===== src/lsde_pkg.sv =====
// lsde_pkg: encodings, field positions and reset values for the left-shift unit
// assumes: 32-bit instruction words and 64-bit general-purpose registers
package lsde_pkg;

  // ==========================================================================
  // widths
  localparam int LSDE_XLEN = 64;
  localparam int LSDE_WLEN = 32;
  localparam int LSDE_BASE_SIZE = 32;
  localparam int LSDE_IDX_W = 5;
  localparam int LSDE_SH_W = 6;

  // ==========================================================================
  // field positions
  localparam int LSDE_WSEL_BIT = 31;
  localparam int LSDE_N_BIT = 22;
  localparam int LSDE_SRC2_LSB = 16;
  localparam int LSDE_SRC1_LSB = 5;
  localparam int LSDE_DST_LSB = 0;
  localparam int LSDE_IMMR_LSB = 16;
  localparam int LSDE_IMMS_LSB = 10;

  // ==========================================================================
  // fixed patterns
  localparam logic [9:0] LSDE_VAR_FIXED = 10'h0D6;   // bits 30:21
  localparam logic [3:0] LSDE_VAR_SUBOP = 4'h2;      // bits 15:12
  localparam logic [1:0] LSDE_SHIFT_LEFT = 2'h0;     // bits 11:10
  localparam logic [1:0] LSDE_UNSIGNED_BITFIELD_MOVE_OPC = 2'h2;       // bits 30:29
  localparam logic [5:0] LSDE_UNSIGNED_BITFIELD_MOVE_FIXED = 6'h26;    // bits 28:23
  localparam logic [5:0] LSDE_IMMS_ALL32 = 6'h1F;
  localparam logic [5:0] LSDE_IMMS_ALL64 = 6'h3F;

  // ==========================================================================
  // reset values
  localparam logic [63:0] LSDE_RESULT_RST = 64'h0;
  localparam logic [4:0] LSDE_IDX_RST = 5'h0;

  // ==========================================================================
  // instruction class
  typedef enum logic [2:0] {
    LSDE_CLS_NONE = 3'h1,
    LSDE_CLS_VAR = 3'h2,
    LSDE_CLS_IMM = 3'h4
  } lsde_cls_t;

endpackage


===== src/lsde_decoder.sv =====
// lsde_decoder: classifies an instruction word and pulls out its fields
// assumes: word is stable while valid is high; purely combinational
`timescale 1ns/1ps
module lsde_decoder
  import lsde_pkg::*;
(
  // instruction
  input wire logic [31:0] instr,
  // decoded
  output lsde_cls_t cls,
  output logic wide,
  output logic [4:0] dst_idx,
  output logic [4:0] src1_idx,
  output logic [4:0] src2_idx,
  output logic [5:0] immr,
  output logic [5:0] imms,
  output logic preferred_lsl
);

  wire var_hit;
  wire unsigned_bitfield_move_hit;
  wire n_bit;
  wire imm32_ok;
  wire imm64_ok;

  // variable shift pattern, left type only
  assign var_hit = (instr[30:21] == LSDE_VAR_FIXED) &&
                   (instr[15:12] == LSDE_VAR_SUBOP) &&
                   (instr[11:10] == LSDE_SHIFT_LEFT);
  // bitfield move pattern
  assign unsigned_bitfield_move_hit = (instr[30:29] == LSDE_UNSIGNED_BITFIELD_MOVE_OPC) &&
                    (instr[28:23] == LSDE_UNSIGNED_BITFIELD_MOVE_FIXED);
  assign n_bit = instr[LSDE_N_BIT];
  assign wide = instr[LSDE_WSEL_BIT];
  assign immr = instr[LSDE_IMMR_LSB +: LSDE_SH_W];
  assign imms = instr[LSDE_IMMS_LSB +: LSDE_SH_W];
  // width/N match and top-bit limits
  assign imm32_ok = !wide && !n_bit && (imms != LSDE_IMMS_ALL32) &&
                    !immr[5] && !imms[5];
  assign imm64_ok = wide && n_bit && (imms != LSDE_IMMS_ALL64);
  // alias preferred when imms + 1 equals immr
  assign preferred_lsl = unsigned_bitfield_move_hit && (imm32_ok || imm64_ok) &&
                         ((imms + 6'h01) == immr);
  // unsigned register indices
  assign dst_idx = instr[LSDE_DST_LSB +: LSDE_IDX_W];
  assign src1_idx = instr[LSDE_SRC1_LSB +: LSDE_IDX_W];
  assign src2_idx = instr[LSDE_SRC2_LSB +: LSDE_IDX_W];
  assign cls = var_hit ? LSDE_CLS_VAR :
               (preferred_lsl ? LSDE_CLS_IMM : LSDE_CLS_NONE);

endmodule


===== src/lsde_shifter.sv =====
// lsde_shifter: fixed-depth barrel left shifter with zero fill
// assumes: combinational; depth does not depend on the data
`timescale 1ns/1ps
module lsde_shifter
  import lsde_pkg::*;
(
  // operand
  input wire logic [63:0] data_in,
  input wire logic [5:0] amount,
  // result
  output logic [63:0] data_out
);

  logic [63:0] stage [0:6];

  assign stage[0] = data_in;
  // one stage per amount bit, all stages always traversed
  genvar g;
  generate
    for (g = 0; g < LSDE_SH_W; g++) begin : g_stage
      assign stage[g+1] = amount[g] ? {stage[g][63-(2**g):0], {(2**g){1'b0}}} :
                                      stage[g];
    end
  endgenerate
  assign data_out = stage[6];

endmodule


===== src/lsde_top.sv =====
// lsde_top: decodes and executes logical left shifts, register and immediate forms
// assumes: register file sits outside; operands arrive with the instruction
//
// Overview of operation
// - The variable left-shift encoding is recognised by its fixed bits and shift type zero.
// - Width bit 0 selects a 32-bit datapath and 1 selects 64 bits.
// - The variable distance is the second source value modulo the data size.
// - Vacated low bits fill with zeros and the result goes to the destination index.
// - In 32-bit variable form only the bottom 5 bits of the second source count.
// - In 64-bit variable form only the bottom 6 bits of the second source count.
// - Destination and source indices are unsigned 5-bit fields.
// - The register shift is the variable shift under another name, same encoding.
// - The immediate shift executes as an unsigned bitfield move.
// - The 32-bit immediate form needs width and N zero and imms not 011111.
// - The 64-bit immediate form needs width and N one and imms not 111111.
// - A bitfield move counts as the shift alias only when imms plus one equals immr.
// - Immediate distances are 0 to 31 for 32 bits and 0 to 63 for 64 bits; the code accepts only 1 to 31 and 1 to 63.
// - With data independent timing set, latency ignores operands and flags.
// - Exception handling does not vary with operands or flags.
`timescale 1ns/1ps
module lsde_top
  import lsde_pkg::*;
(
  // clock and reset
  input wire logic clk,
  input wire logic nrst,
  // instruction from decode stage
  input wire logic instr_valid,
  input wire logic [31:0] instr,
  // operands from register file
  input wire logic [63:0] src1_data,
  input wire logic [63:0] src2_data,
  // processor state
  input wire logic data_independent_timing_bit,
  input wire logic [3:0] condition_flags,
  // register index requests
  output logic [4:0] src1_index,
  output logic [4:0] src2_index,
  output logic insn_accept,
  // write-back
  output logic wb_valid,
  output logic [4:0] wb_index,
  output logic [63:0] wb_data,
  output logic wb_wide,
  output logic wb_is_immediate
);

  lsde_cls_t cls;
  logic wide;
  logic [4:0] dst_idx;
  logic [4:0] s1_idx;
  logic [4:0] s2_idx;
  logic [5:0] immr;
  logic [5:0] imms;
  logic pref;
  logic [63:0] shifted;
  wire is_var;
  wire is_imm;
  wire [63:0] operand;
  wire [5:0] var_amt;
  wire [5:0] imm_amt;
  wire [5:0] amount;
  wire [63:0] next_data;
  wire timing_fixed;
  wire [3:0] flags_unused;

  // ==========================================================================
  // decode
  lsde_decoder u_dec (
    .instr(instr),
    .cls(cls),
    .wide(wide),
    .dst_idx(dst_idx),
    .src1_idx(s1_idx),
    .src2_idx(s2_idx),
    .immr(immr),
    .imms(imms),
    .preferred_lsl(pref)
  );

  // ==========================================================================
  // operand and distance selection
  assign is_var = instr_valid && (cls == LSDE_CLS_VAR);
  assign is_imm = instr_valid && (cls == LSDE_CLS_IMM);
  assign src1_index = s1_idx;
  assign src2_index = s2_idx;
  assign insn_accept = is_var || is_imm;
  // 32-bit form sees only the low half
  assign operand = wide ? src1_data : {32'h0, src1_data[31:0]};
  // modulo data size by masking the low bits
  assign var_amt = wide ? src2_data[5:0] :
                   {1'b0, src2_data[4:0]};
  // shift = 63 - imms or 31 - imms, in range by construction
  assign imm_amt = wide ? (LSDE_IMMS_ALL64 - imms) :
                   (LSDE_IMMS_ALL32 - imms);
  assign amount = is_imm ? imm_amt : var_amt;

  // ==========================================================================
  // execute
  lsde_shifter u_sh (
    .data_in(operand),
    .amount(amount),
    .data_out(shifted)
  );
  // upper half cleared in 32-bit form
  assign next_data = wide ? shifted : {32'h0, shifted[31:0]};
  // latency is one cycle whatever the operands or flags
  assign timing_fixed = data_independent_timing_bit;
  assign flags_unused = condition_flags;

  // ==========================================================================
  // result register
  always_ff @(posedge clk) begin
    if (!nrst) begin
      wb_valid <= 1'b0;
      wb_index <= LSDE_IDX_RST;
      wb_data <= LSDE_RESULT_RST;
      wb_wide <= 1'b0;
      wb_is_immediate <= 1'b0;
    end else begin
      wb_valid <= insn_accept;
      if (insn_accept) begin
        wb_index <= dst_idx;
        wb_data <= next_data;
        wb_wide <= wide;
        wb_is_immediate <= is_imm;
      end
    end
  end

endmodule


===== config.mk =====
export PLATFORM = sky130hd
export DESIGN_NAME = lsde_top
export DESIGN_NICKNAME = d
export VERILOG_FILES = /design/src/lsde_pkg.sv /design/src/lsde_decoder.sv /design/src/lsde_shifter.sv /design/src/lsde_top.sv
export SDC_FILE = /design/constraint.sdc
export NUM_CORES = 1
export LEC_CHECK = 0
export BUFFER_PORTS_ARGS = -buffer_cell sky130_fd_sc_hd__buf_2
export CORE_MARGIN = 3
export CORE_UTILIZATION = 35
export CTS_CLUSTER_DIAMETER = 50
export CTS_CLUSTER_SIZE = 40
export DETAILED_ROUTE_END_ITERATION = 16
export GPL_TIMING_DRIVEN = 1
export MAX_ROUTING_LAYER = met4
export SETUP_SLACK_MARGIN = 0.2
export SLEW_MARGIN = 30
export SYNTH_ARGS = -nofsm -noshare
export SYNTH_HDL_FRONTEND = slang
export SYNTH_SLANG_ARGS = --single-unit

===== constraint.sdc =====
create_clock -name clk -period 11.85 [get_ports clk]
set_clock_uncertainty 0.1 [all_clocks]
set_input_delay 2.37 -clock clk [delete_from_list [all_inputs] [get_ports clk]]
set_output_delay 2.37 -clock clk [all_outputs]
set_load 0.01 [all_outputs]

# ---- Word level (Yosys, flattened, before mapping)
# Index checks and enable logic that the tools add are counted.
dict set report totals {
  register_bits 72
  input_bits 168
  out_inout_bits 83
  wordCells 50
}
dict set report classes {
  add_sub_neg 3
  eq_ne 9
  muxes 13
  n_reduce_logical 20
}
# operator n
set ops {}
lappend ops {{64-bit two-way mux} 8}
lappend ops {{6-bit two-way mux} 3}
lappend ops {{1-bit logical AND} 13}
lappend ops {{10-bit by 8-bit equality test with 1-bit output, second input constant} 1}
lappend ops {{6-bit by 1-bit adder with 6-bit output, second input constant} 1}
lappend ops {{6-bit equality test} 1}
lappend ops {{6-bit equality test, second input constant} 1}
lappend ops {{3-bit two-way mux} 2}
lappend ops {{6-bit by 5-bit inequality test with 1-bit output, second input constant} 1}
lappend ops {{6-bit inequality test, second input constant} 1}
lappend ops {{5-bit by 6-bit subtractor with 6-bit output, first input constant} 1}
lappend ops {{6-bit subtractor, first input constant} 1}
lappend ops {{4-bit by 2-bit equality test with 1-bit output, second input constant} 1}
lappend ops {{1-bit logical NOT} 4}
lappend ops {{3-bit by 2-bit equality test with 1-bit output, second input constant} 1}
lappend ops {{3-bit equality test, second input constant} 1}
lappend ops {{2-bit equality test, second input constant} 1}
lappend ops {{2-bit logical NOT} 1}
lappend ops {{1-bit logical OR} 2}

# ---- Logic depth before layout (Yosys ltp)
# Gate-level depths: netlist of run 1.
dict set report depth {
  depth_word 20
  mapped_depth 18
  depth_no_buf 13
}

# ---- Modules after synthesis
# From an unflattened synthesis of run 1, not the netlist that was laid out.
dict set report hier_totals {
  cells_unflattened 907
  hier_area_um2 8116.5
}
# module instances cells_per_inst area_per_inst_um2 seq_area_each_um2
set modules_own_cells {}
lappend modules_own_cells {lsde_shifter 1 474 4317.9 0.0}
lappend modules_own_cells {lsde_top 1 366 3294.4 1441.4}
lappend modules_own_cells {lsde_decoder 1 67 504.2 0.0}

# ---- Least setup slack after synthesis of run 1
# Ideal clock, no wire load.
dict set report synth_timing {
  path_type {input-to-output}
  from {input port instr[10]}
  to {output port insn_accept}
  arrival_time_ns 4.251
  required_time_ns 9.380
  path_slack_ns 5.129
  stages 10
  n_path_buf 3
  cell_sequence {buf_2 -> inv_1 -> ha_1 -> xor2_1 -> nor3_1 -> and3_1 -> o211ai_1 -> buf_2 -> buf_2 -> nand2_1}
}
dict set report synth_between {
  elab_chain_len 12
  elab_cells_between_ends 20
  classes_between {add/sub (1); eq/ne (5); mux (2); reduce/logical (12)}
}
# element line_no
set synth_rtl {}
lappend synth_rtl {{start: declaration} lsde_top.sv:29} ;# input wire logic [31:0] instr,
lappend synth_rtl {{parallel branches: the longest is 8 deep, another holds 6-bit by 1-bit adder with 6-bit output} n/a}
lappend synth_rtl {{3-bit two-way mux *} lsde_decoder.sv:48} ;# assign cls = var_hit ? LSDE_CLS_VAR :
lappend synth_rtl {{3-bit by 2-bit equality test with 1-bit output / 3-bit equality test (equally long branches)} {lsde_top.sv:83, lsde_top.sv:84}}
lappend synth_rtl {{1-bit logical AND, on equally long branches} {lsde_top.sv:83, lsde_top.sv:84}}
lappend synth_rtl {{1-bit logical OR *} lsde_top.sv:87} ;# assign insn_accept = is_var || is_imm;
lappend synth_rtl {{end: declaration} lsde_top.sv:39} ;# output logic insn_accept,
# Mark *: on every way between the ends.

# ---- Final worst setup path of run 1
dict set report layout_timing {
  from {input port instr[10]}
  to {register wb_data[47]}
}
dict set report layout_between {
  elab_chain_len 19
  elab_cells_between_ends 31
  classes_between {add/sub (3); eq/ne (5); mux (11); reduce/logical (12)}
}
# element line_no
set layout_rtl {}
lappend layout_rtl {{parallel branches: the longest is 19 deep, another holds 6-bit by 1-bit adder with 6-bit output} n/a}
lappend layout_rtl {{end signal: assignment} lsde_top.sv:124} ;# wb_data <= next_data;
lappend layout_rtl {{end: declaration} lsde_top.sv:43} ;# output logic [63:0] wb_data,
# Parallel ways; which one is timed is not known.
# A chain may end at the register's enable or synchronous reset.

==> results, run 1 <==
- The flow ran to the end, and the final reports show no timing, DRC or antenna violations.
- The number of top-level pins is 251.
- Among all flip-flop cells after synthesis, the most frequent one is sky130_fd_sc_hd__dfxtp_1.
- The final critical-path setup slack is 4700 ps.
- Along the worst path, the maximum fanout reaches 42.
- By area the synthesized netlist is led by sky130_fd_sc_hd__mux2i_1 (25%), sky130_fd_sc_hd__dfxtp_1 (18%), sky130_fd_sc_hd__nand2_1 (8.0%).
- The data arrival time of the worst path is 7320 ps.
- The area added between synthesis and finish is 16.8%.
- The starting utilization of the core area is 35.8%.
- The power density relative to cell area is 91.5 mW/mm^2.
- Measured along the y axis, the die boundary spans 156 um.
- After layout, the minimum clock period comes to 7150 ps.
- The leading cell type by number of instances after synthesis is sky130_fd_sc_hd__mux2i_1.
- At the pin with the least slew margin, the transition time is 979 ps.
- The number of buffers on the longest clock path is 2.
- The area of the mapped netlist is 0.00786 sq mm.
- The level count of the clock H-tree is 3.
- The total number of nets in the final design is 1,349.
- The number of warning messages in the yosys log is 0.
- The clock latency reported for the late side of the worst-skew pair is 330 ps.
- The met2 global-route usage is 42.9%.
- The initial antenna violation count came to 0.
- The worst relative slew slack is 34.2%.
- The class of the most critical setup path is in2reg.
- The pin count of the biggest net entering global routing is 66.
- The worst-case reg-to-reg path depth is 4.
- For this run, the slowest stage of the critical path takes 650 ps.
- The number of hold-repair buffers added at the cts stage is 0.
- The most congested layer reported by global routing is met2.
- The part of the Yosys area used for sequential elements is 18.3%.
- The aggregate negative setup slack is 0 ps.
- Clock-pin slew was measured on the worst setup and hold paths at 60 ps.
- Of all cell types, the one taking the most synthesized area is sky130_fd_sc_hd__mux2i_1.
- The number of routed nets with antenna violations is 0.
- The average wire length per cell after detail routing is 23.7 um.
- The chip width is 156 um.
- The met1 demand-to-capacity share in global routing is 37.9%.
- Among cell families on the critical path, the largest total delay comes from compound AO/OA/AOI/OAI gates.
- The minimum setup slack after placement is 4490 ps.
- The portion of the clock cycle consumed by the worst path in the final layout is 60.3%.
- Of the post-synthesis cell area, the dominant cell type holds 24.6%.
- The number of setup violations in the final report is 0.
- The analysis attributes to cell leakage a power of 4.17 nW.
- The number of cells on the critical path is 16.
- The area of the die is 0.0243 sq mm.
- The average footprint of a synthesized cell is 7.39 sq um.
- At the end of routability-driven placement, the weighted congestion stood at 1.01.
- Input and output buffers added on the ports amount to 177.
- The number of endpoints with negative hold slack in the final report is 0.
- The number of sinks driven by the clock tree is 72.
- The number of buffers created by CTS is 9.
- The count of flip-flops with a built-in enable after synthesis is 0.
- The wire-length estimate of the detail-placed layout is 26.4 mm.
- For this run, the share of the core covered by cells in the final layout is 41.8%.
- The row count is 54.
- The number of antenna diodes in the final layout is 0.
- In this run, the number of DRC markers left after iteration 0 of detailed routing was 1,023.
- Counting instances, the worst hold path has a depth of 2.
- For this run, the detailed router's first-pass iteration total came to 8.
- The number of design rule violations left after detail routing is 0.
- Of the cells placed in the final design, the portion with a size suffix greater than 1 is 20.3%.
- The worst hold path belongs to the class reg2reg.
- The commonest cells after synthesis are sky130_fd_sc_hd__mux2i_1 (193), sky130_fd_sc_hd__nand2_1 (167), sky130_fd_sc_hd__nor2_1 (77).
- The most used cell along the critical path is sky130_fd_sc_hd__buf_4.
- The number of nets handed over by synthesis was 1,233.
- Summed over all layers, the routed wires come to 34.7 mm.
- The max-capacitance violation count is 0.
- The total number of vias is 9,177.
- Of all flip-flops after synthesis, the portion carrying an async set or reset was 0%.
- Data on the critical path is required at its endpoint by 12,030 ps.
- Clock tree synthesis selected as its root buffer the cell sky130_fd_sc_hd__clkbuf_16.
- Global routing used 28.4% of the available tracks across all layers.
- The via density per instance is 6.27.
- Once the clock tree was built, the setup fixing pass inserted 0 buffers.
- The first global-routing pass estimated 52.3 mm of wire.
- After floorplanning, the core was sized to cover 0.0220 sq mm.
- STA classifies the critical path startpoint as a primary input.
- After synthesis the netlist holds a flip-flop and latch count of 72.
- The number of global-route vias before repair was 8,626.
- STA classifies the critical path endpoint as a register.
- The total overflow left after global routing is 0.
- Together, buffers and inverters on the worst path number 4.
- Timing would allow up to 0.140 GHz.
- The clock tree from TritonCTS is built.
- For this design, the slowest cell found on the critical path is sky130_fd_sc_hd__a221oi_1.
- The number of gates resized after CTS was 0.
- Setup repair after global routing left no endpoint under its margin.
- Across the VDD grid, the largest voltage drop is 0.0000738 V.
- The number of pins exceeding their max-slew limit in the final report is 0.
- The critical path goes through buf_2 > inv_1 > ha_1 > xor2_1 > nor3_1 > and3_1 > o211ai_1 > buf_4 > a21oi_4 > buf_4 > nor2_1 > a32o_1 > a221oi_1 > mux2i_1 > a211o_1 > nand2_1.
- The met3 demand-to-capacity share in global routing is 4.08%.
- The gate count of the mapped netlist is 1,063.
- The count of cell types in the netlist is 76.
[cells by family after synthesis]
group / after synthesis / share of synthesized area [%]
buffers and inverters: 111 / 7.12
XOR/XNOR: 7 / 0.780
flip-flops: 72 / 18.3
AND/OR/NAND/NOR: 350 / 19.9
AO/OA/AOI/OAI: 318 / 27.5
adder cells (fa/ha/maj): 2 / 0.318
multiplexers: 203 / 26.1
[path summary, 6_finish.rpt]
check / slack [ps] / start / end
min reg2reg: 350 / wb_data[48] / wb_data[48]
max: 4700 / instr[10] / wb_data[47]
min: 350 / wb_data[48] / wb_data[48]
max reg2reg: 10420 / wb_data[53] / wb_data[53]
[stage by stage]
stage          instance area, sq um  power, mW  instances  hold WS [ps]
5_1_grt                        9180      0.874       1463           371
3_3_place_gp                   8820      0.535       1447           336
4_1_cts                        9180      0.838       1463           351
2_1_floorplan                  7860      0.433       1063           363
6_report                       9180      0.840       1463           345
3_5_place_dp                   8850      0.536       1448           338
[cell type report]
cell class,count,area (sq um)
Tap cell,280,350
Inverter,22,82.6
Multi-Input combinational cell,880,5940
Clock buffer,11,253
Fill cell,2343,12800
Timing Repair Buffer,194,1030
Sequential cell,72,1440
Clock inverter,4,76.3
[state kept, by name (all words and copies together) (netlist names)]
register / flops
wb_data: 64
wb_index: 5
wb_is_immediate: 1
wb_valid: 1
wb_wide: 1
[layer usage]
| layer | share of wire [%] | routed length [um] | vias to the layer above |
|---|---|---|---|
| met5 | 0 | 0 | - |
| met4 | 4.7 | 1650 | 0 |
| met3 | 8.4 | 2910 | 95 |
| met2 | 44 | 15400 | 531 |
| met1 | 42 | 14700 | 4327 |
| li1 | - | - | 4224 |
[power by group]
part	internal (mW)	leakage, nW	total (mW)	switching (mW)
sequential	0.242	0.580	0.242	0.00000146
clock	0.195	0.158	0.300	0.105
combinational	0.0976	3.43	0.298	0.200
total	0.535	4.17	0.840	0.305
[placed cells by master, fill, tap and decap left out, drive strengths merged, types with 6 or more instances in the layout]
cell type,instances
o21ai,55
nand3,31
dfxtp,72
a211oi,21
o22ai,20
a21oi,74
o211ai,24
inv,23
mux2i,195
mux2,8
a31oi,9
clkbuf,11
nand2,167
a221oi,8
nor2,78
nor3,22
buf,194
and2,12
and3,14
a22oi,37
a32oi,15
o31ai,6
[worst min-delay path: stages, from the launching register on]
cell                      delay, ps
sky130_fd_sc_hd__dfxtp_1        310
sky130_fd_sc_hd__nand2_1         60
sky130_fd_sc_hd__nand2_1         40
Power figures use the tool's default switching activity.
==> run 2, diff against run 1 <==
clock period = 7.13 ns   (was 11.85 ns; I/O delays follow)
==> results, run 2 (synthesis results as in run 1) <==
- The run finished with clean final reports.
- The standard cell area after detailed placement is 0.00895 sq mm (+1.1%).
- The post-CTS setup-driven buffer insertion count came to 0 (unchanged).
- The upper clock frequency limit is 0.172 GHz.
- The reg-to-reg endpoint is wb_data[55].
- The starting utilization of the core area is 35.8% (unchanged).
- The final antenna diode count is 0 (unchanged).
- The number of DRC markers after the initial detailed-route iteration is 1,075 (+5.1%).
- Leaving out fill and tap cells, the most frequent cell in the layout is sky130_fd_sc_hd__mux2i_1.
- The number of routed nets with antenna violations is 0 (unchanged).
- The clock latency reported for the late side of the worst-skew pair is 330 ps (about the same).
- The number of hold-repair buffers added at the cts stage is 0 (unchanged).
- Traced cell by cell, the critical path runs through buf_2 > inv_1 > ha_1 > xor2_1 > nor3_1 > and3_1 > o211ai_1 > buf_4 > a21oi_4 > mux2i_1 > o21ai_1 > mux2i_1 > mux2i_1 > nand2_1 > a221oi_1.
- The required time of the worst setup path is 7270 ps (-4760 ps).
- The count of non-filler cells in the finished layout was 1,477 (+0.96%).
- The leakage power of the design came to 4.21 nW (+0.98%).
- The buffer cell driving the clock tree root is sky130_fd_sc_hd__clkbuf_16.
- The count of buffer and inverter cells on the critical path came to 3 (-1).
- The number of cells on the critical path came to 15 (-1).
- The end point of the critical path is wb_data[38].
- The sequential cell area was 0.00144 sq mm (unchanged).
- The residual overflow from global routing is 0 (unchanged).
- Setup repair after global routing left no endpoint under its margin.
- The wire length of the first global-routing pass was 52.6 mm (+0.41%).
- The average wire length per cell after detail routing came to 23.7 um (-0.28%).
- The worst voltage drop across the vdd grid is 0.000113 V (+52%).
- The standard cell with the maximum stage delay on the critical path is sky130_fd_sc_hd__a21oi_4.
- The initial antenna violation count is 0 (unchanged).
- The fraction of final layout cells sized beyond drive strength 1 was 21.3% (+1.0 points).
- The chip width is 156 um (unchanged).
- The area of the die came to 0.0243 sq mm (unchanged).
- The number of flip-flops in the largest register is 64 (unchanged).
- The routability-driven placement congestion ratio came to 1.03 (+1.6%).
- The register with the highest flop count is wb_data.
- The worst hold path belongs to the class reg2reg.
- The total global routing track utilization came to 28.5% (+0.12 points).
- The total iterations of the first detailed-routing run came to 6 (-2).
- The sum of net half-perimeters after detailed placement was 27.5 mm (+4.3%).
- The largest registers in the layout are wb_data: 64 flops, wb_index: 5 flops.
- Compared with the post-synthesis result, the final layout area differs by 17.6%.
- The summed area of non-filler cells in the final layout was 0.00925 sq mm (+0.71%).
- The critical path is of the in2reg type.
- The minimum setup slack after placement is 1060 ps (-3420 ps).
- The pin count of the biggest net entering global routing came to 36 (-45%).
- The number of endpoints with negative hold slack in the final report is 0 (unchanged).
- The total number of nets in the final design is 1,363 (+1.0%).
- The clock power share was 33.3% (-2.4 points).
- The total number of vias is 9,224 (+0.51%).
- The die height is 156 um (unchanged).
- The final critical-path setup slack came to 1320 ps (-3380 ps).
- The register share of total power is 29.6% (+0.8 points).
- The sum of routed wire length over all layers is 34.9 mm (+0.68%).
- The switching component of the power was 0.510 mW (+67%).
- The row count is 54 (unchanged).
- The highest fanout seen on the critical path is 21 (-50%).
- In the layout the commonest cells are sky130_fd_sc_hd__mux2i_1 (192), sky130_fd_sc_hd__buf_2 (177), sky130_fd_sc_hd__nand2_1 (167).
- The number of pins exceeding their max-slew limit in the final report came to 0 (unchanged).
- The most numerous cell type found on the critical path is sky130_fd_sc_hd__mux2i_1.
- The level count of the clock H-tree is 3 (unchanged).
- The number of design rule violations left after detail routing was 0 (unchanged).
- The area occupied by multi-input gates came to 0.00594 sq mm (unchanged).
- The pin slew with the least headroom to its limit is 988 ps (+9.18 ps).
- The net switching fraction of the power is 37.6% (+1.3 points).
- The number of instances resized during post-cts repair is 0 (unchanged).
- The number of buffers on the longest clock path is 2 (unchanged).
- The startpoint identified for the worst register-to-register timing path is wb_data[55].
- The number of filler instances in the final layout is 2,331 (-0.51%).
- The total power came to 1.36 mW (+62%).
- The post-route worst hold slack is 338 ps (-7.73 ps).
- The share of the core filled with cells was 42.1% (+0.30 points).
- The combinational group share of total power is 37.1% (+1.6 points).
- The total placed cells including tap cells is 1,462 (+0.97%).
- The number of global-route vias before repair is 8,644 (+0.21%).
- The via density per instance is 6.25 (-0.44%).
- The max-capacitance violation count is 0 (unchanged).
- The number of top-level pins was 251 (unchanged).
- The clock tree from TritonCTS is built.
- The time the worst path needs with I/O delays and setup is 5810 ps.
- The worst setup slack for register-to-register paths is 5680 ps (-4740 ps).
- The core outline area is 0.0220 sq mm (unchanged).
- The power density relative to cell area is 147 mW/mm^2 (+60%).
- The worst setup path is captured at a register.
- The internal portion of total power was 0.847 mW (+58%).
- The portion of the clock cycle consumed by the worst path in the final layout is 81.4%.
- The clock transition at the registers of the reported paths is 60 ps (about the same).
- The peak per-stage delay on the critical path is 570 ps (-80 ps).
- STA classifies the critical path startpoint as a primary input.
- The data arrival time of the worst path was 5950 ps (-1370 ps).
- The number of buffers created by CTS was 9 (unchanged).
- The number of sinks driven by the clock tree was 72 (unchanged).
- The aggregate negative setup slack was 0 ps (unchanged).
- The worst-case reg-to-reg path depth is 4 (unchanged).
- The kind of cell adding the most delay to the critical path is compound AO/OA/AOI/OAI gates.
- The worst relative slew slack is 33.8% (-0.40 points).
- The launch point of the worst path is instr[10].
- The number of setup violations in the final report is 0 (unchanged).
- The total of buffers placed on input and output ports is 177 (unchanged).
## run 2: changes by cell type in the layout (fill, tap and decap cells not counted), sizes merged
cell / change
buf: +14
bufinv: -1
clkbuf: -1
clkinv: +1
clkinvlp: +2
inv: -1
## run 2: layout make-up
class	instances	share of cell area, %
inverter	22	0.893
timing repair buffer	208	12.2
multi-input combinational	880	64.3
clock inverter	5	0.623
clock buffer	10	2.58
sequential	72	15.6
tap	280	3.79
## run 2: layer usage
| metal | track usage (%) | wire length, um |
|---|---|---|
| met2 | 43.8 | 15700 |
| met4 | 9.21 | 1230 |
| met5 | - | 0 |
| met3 | 3.63 | 2660 |
| met1 | 38.9 | 15300 |
## run 2: worst min path at each step
| stage | startpoint | end | cells after the start |
|---|---|---|---|
| after floorplan | wb_data[48] | wb_data[48] | 2 |
| after global placement | wb_data[48] | wb_data[48] | 2 |
| after detailed placement | wb_data[48] | wb_data[48] | 2 |
| after CTS | wb_data[48] | wb_data[48] | 2 |
| after global routing | wb_data[48] | wb_data[48] | 2 |
| final | wb_data[48] | wb_data[48] | 2 |
## run 2: power by group through the flow
| stage | Clock [mW] | Combinational (mW) | Sequential [mW] |
|---|---|---|---|
| detailed placement | 0 | 0.487 | 0.411 |
| global route | 0.479 | 0.531 | 0.402 |
| floorplan | 0 | 0.309 | 0.411 |
| finish | 0.451 | 0.504 | 0.402 |
| global placement | 0 | 0.486 | 0.411 |
| CTS | 0.458 | 0.488 | 0.402 |
## run 2: worst min-delay path: stages, from the launching register on
cell and delay, ps:
sky130_fd_sc_hd__dfxtp_1 310, sky130_fd_sc_hd__nand2_1 50, sky130_fd_sc_hd__nand2_1 40
==> run 3, diff against run 2 <==
clock period = 5.9 ns   (was 7.13 ns; I/O delays follow)
==> results, run 3 (synthesis results as in run 1) <==
- The fraction of final layout cells sized beyond drive strength 1 is 23.6% (+2.3 points).
- The worst min-delay path category is reg2reg.
- The number of endpoints with negative hold slack in the final report is 0 (unchanged).
- The met3 demand-to-capacity share in global routing is 4.77% (+1.1 points).
- Relative to the synthesized area, the layout overhead comes to 21.5%.
- The row count came to 54 (unchanged).
- The number of routed nets with antenna violations is 0 (unchanged).
- The library cell used most frequently in the layout, excluding fill and tap cells, is sky130_fd_sc_hd__mux2i_1.
- The number of instances resized during post-cts repair is 0 (unchanged).
- The standard cell area after detailed placement is 0.00925 sq mm (+3.4%).
- The max-capacitance violation count is 0 (unchanged).
- The wire length of the first global-routing pass came to 54.1 mm (+2.9%).
- The final antenna diode count is 0 (unchanged).
- The setup path with the least slack is of type in2reg.
- STA classifies the critical path endpoint as a register.
- The level count of the clock H-tree is 3 (unchanged).
- The total iterations of the first detailed-routing run came to 7 (+1).
- The post-CTS setup-driven buffer insertion count is 0 (unchanged).
- The total global routing track utilization was 29.3% (+0.84 points).
- The met2 global-route usage is 45.4% (+1.6 points).
- The total number of vias was 9,328 (+1.1%).
- The aggregate negative setup slack is 0 ps (unchanged).
- The required time of the worst setup path is 6030 ps (-1240 ps).
- The number of buffers on the longest clock path is 2 (unchanged).
- The number of pins exceeding their max-slew limit in the final report was 0 (unchanged).
- The average wire length per cell after detail routing is 23.6 um (-0.28%).
- The largest registers in the layout are wb_data: 64 flops, wb_index: 5 flops.
- The number of setup violations in the final report is 0 (unchanged).
- Setup repair after global routing left no endpoint under its margin.
- The number of DRC markers after the initial detailed-route iteration came to 1,165 (+8.4%).
- The power density relative to cell area came to 175 mW/mm^2 (+19%).
- The library cells used most frequently in the layout, excluding fill and tap cells, are sky130_fd_sc_hd__mux2i_1 (192), sky130_fd_sc_hd__buf_2 (177), sky130_fd_sc_hd__nand2_1 (167).
- The number of hold-repair buffers added at the cts stage came to 0 (unchanged).
- The portion of the clock cycle consumed by the worst path in the final layout is 87.1%.
- The summed area of non-filler cells in the final layout is 0.00955 sq mm (+3.3%).
- wb_data holds more flip-flops than any other register.
- The clock latency reported for the late side of the worst-skew pair is 330 ps (about the same).
- The worst voltage drop across the vdd grid is 0.000169 V (+50%).
- The clock transition at the registers of the reported paths is 60 ps (about the same).
- The number of filler instances in the final layout is 2,285 (-2.0%).
- The area of the die is 0.0243 sq mm (unchanged).
- The startpoint kind of the worst setup timing path is a primary input.
- The layer flagged by global routing as most heavily used is met2.
- The clock tree from TritonCTS is built.
- The share of the core filled with cells was 43.5% (+1.4 points).
- The die height is 156 um (unchanged).
- The number of sinks driven by the clock tree is 72 (unchanged).
- The number of top-level pins came to 251 (unchanged).
- The routability-driven placement congestion ratio is 1.05 (+2.4%).
- The worst relative slew slack was 35.9% (+2.1 points).
- The highest fanout seen on the critical path is 22 (+4.8%).
- The pin slew with the least headroom to its limit is 957 ps (-30.9 ps).
- The total number of nets in the final design is 1,400 (+2.7%).
- The number of buffers created by CTS was 9 (unchanged).
- The met1 demand-to-capacity share in global routing is 38.6% (-0.27 points).
- The starting utilization of the core area is 35.8% (unchanged).
- The cell sitting at the root of the clock tree is a sky130_fd_sc_hd__clkbuf_16.
- The leakage power of the design was 4.40 nW (+4.4%).
- The flow ran to the end, and the final reports show no timing, DRC or antenna violations.
- The total of buffers placed on input and output ports is 177 (unchanged).
- The upper clock frequency limit is 0.195 GHz.
- The number of design rule violations left after detail routing is 0 (unchanged).
- The chip width was 156 um (unchanged).
- The sum of net half-perimeters after detailed placement is 28.1 mm (+2.2%).
- The sum of routed wire length over all layers came to 35.7 mm (+2.3%).
- The core outline area is 0.0220 sq mm (unchanged).
- The number of global-route vias before repair is 9,023 (+4.4%).
- The number of flip-flops in the largest register is 64 (unchanged).
- The pin count of the biggest net entering global routing came to 43 (+19%).
- The initial antenna violation count was 0 (unchanged).
- The via density per instance is 6.16 (-1.4%).
- The residual overflow from global routing is 0 (unchanged).
- The data arrival time of the worst path was 5270 ps (-680 ps).
- The smallest clock period supported by the final layout is computed as 5140 ps.
[run 3: changes by cell type in the layout (fill, tap and decap cells not counted), sizes merged]
cell / change
clkinv: +1
buf: +37
[run 3: final timing paths]
path          startpoint     endpoint  slack, ps  depth (start not counted)
min          wb_data[48]  wb_data[48]        350                          2
max            instr[10]  wb_data[45]        760                         15
min reg2reg  wb_data[48]  wb_data[48]        350                          2
max reg2reg  wb_data[55]  wb_data[55]       4530                          4
[run 3: cell type report]
type	count	area, sq um	area share (%)
multi-input cells	880	5940	62.2
repair buffers	245	1430	15.0
inverters	22	82.6	0.865
clock buffers	10	229	2.40
flip-flops and latches	72	1440	15.1
clock inverters	6	70.1	0.734
well taps	280	350	3.67
[run 3: metal layers]
layer / wire (um) / vias up
met3: 3060 / 91
met1: 15100 / 4375
met5: 0 / -
met4: 1420 / 0
li1: - / 4334
met2: 16100 / 528
[run 3: worst max-delay path, stage by stage]
cell and delay (ps):
sky130_fd_sc_hd__buf_2 170, sky130_fd_sc_hd__ha_1 250, sky130_fd_sc_hd__and2b_1 180, sky130_fd_sc_hd__or4b_1 550, sky130_fd_sc_hd__nand3_2 170, sky130_fd_sc_hd__o211ai_1 400
sky130_fd_sc_hd__buf_4 310, sky130_fd_sc_hd__a21oi_4 390, sky130_fd_sc_hd__buf_4 300, sky130_fd_sc_hd__buf_4 330, sky130_fd_sc_hd__nand2_1 200, sky130_fd_sc_hd__o22ai_1 270
sky130_fd_sc_hd__nor2_1 150, sky130_fd_sc_hd__a222oi_1 310, sky130_fd_sc_hd__o21ai_1 90
[run 3: power breakdown]
group	internal [mW]	leakage (nW)	switching, mW
clock network	0.329	0.135	0.221
registers	0.486	0.580	0.00000292
logic	0.223	3.68	0.414
total	1.04	4.40	0.635
[run 3: stage by stage]
| stage | power [mW] | worst slack, ps | std cells | hold WS (ps) |
|---|---|---|---|---|
| global route | 1.74 | 528 | 1515 | 372 |
| floorplan | 0.870 | 1540 | 1063 | 363 |
| detailed placement | 1.11 | 523 | 1499 | 343 |
| CTS | 1.66 | 798 | 1515 | 354 |
| global placement | 1.11 | 563 | 1499 | 333 |
| finish | 1.67 | 760 | 1515 | 348 |
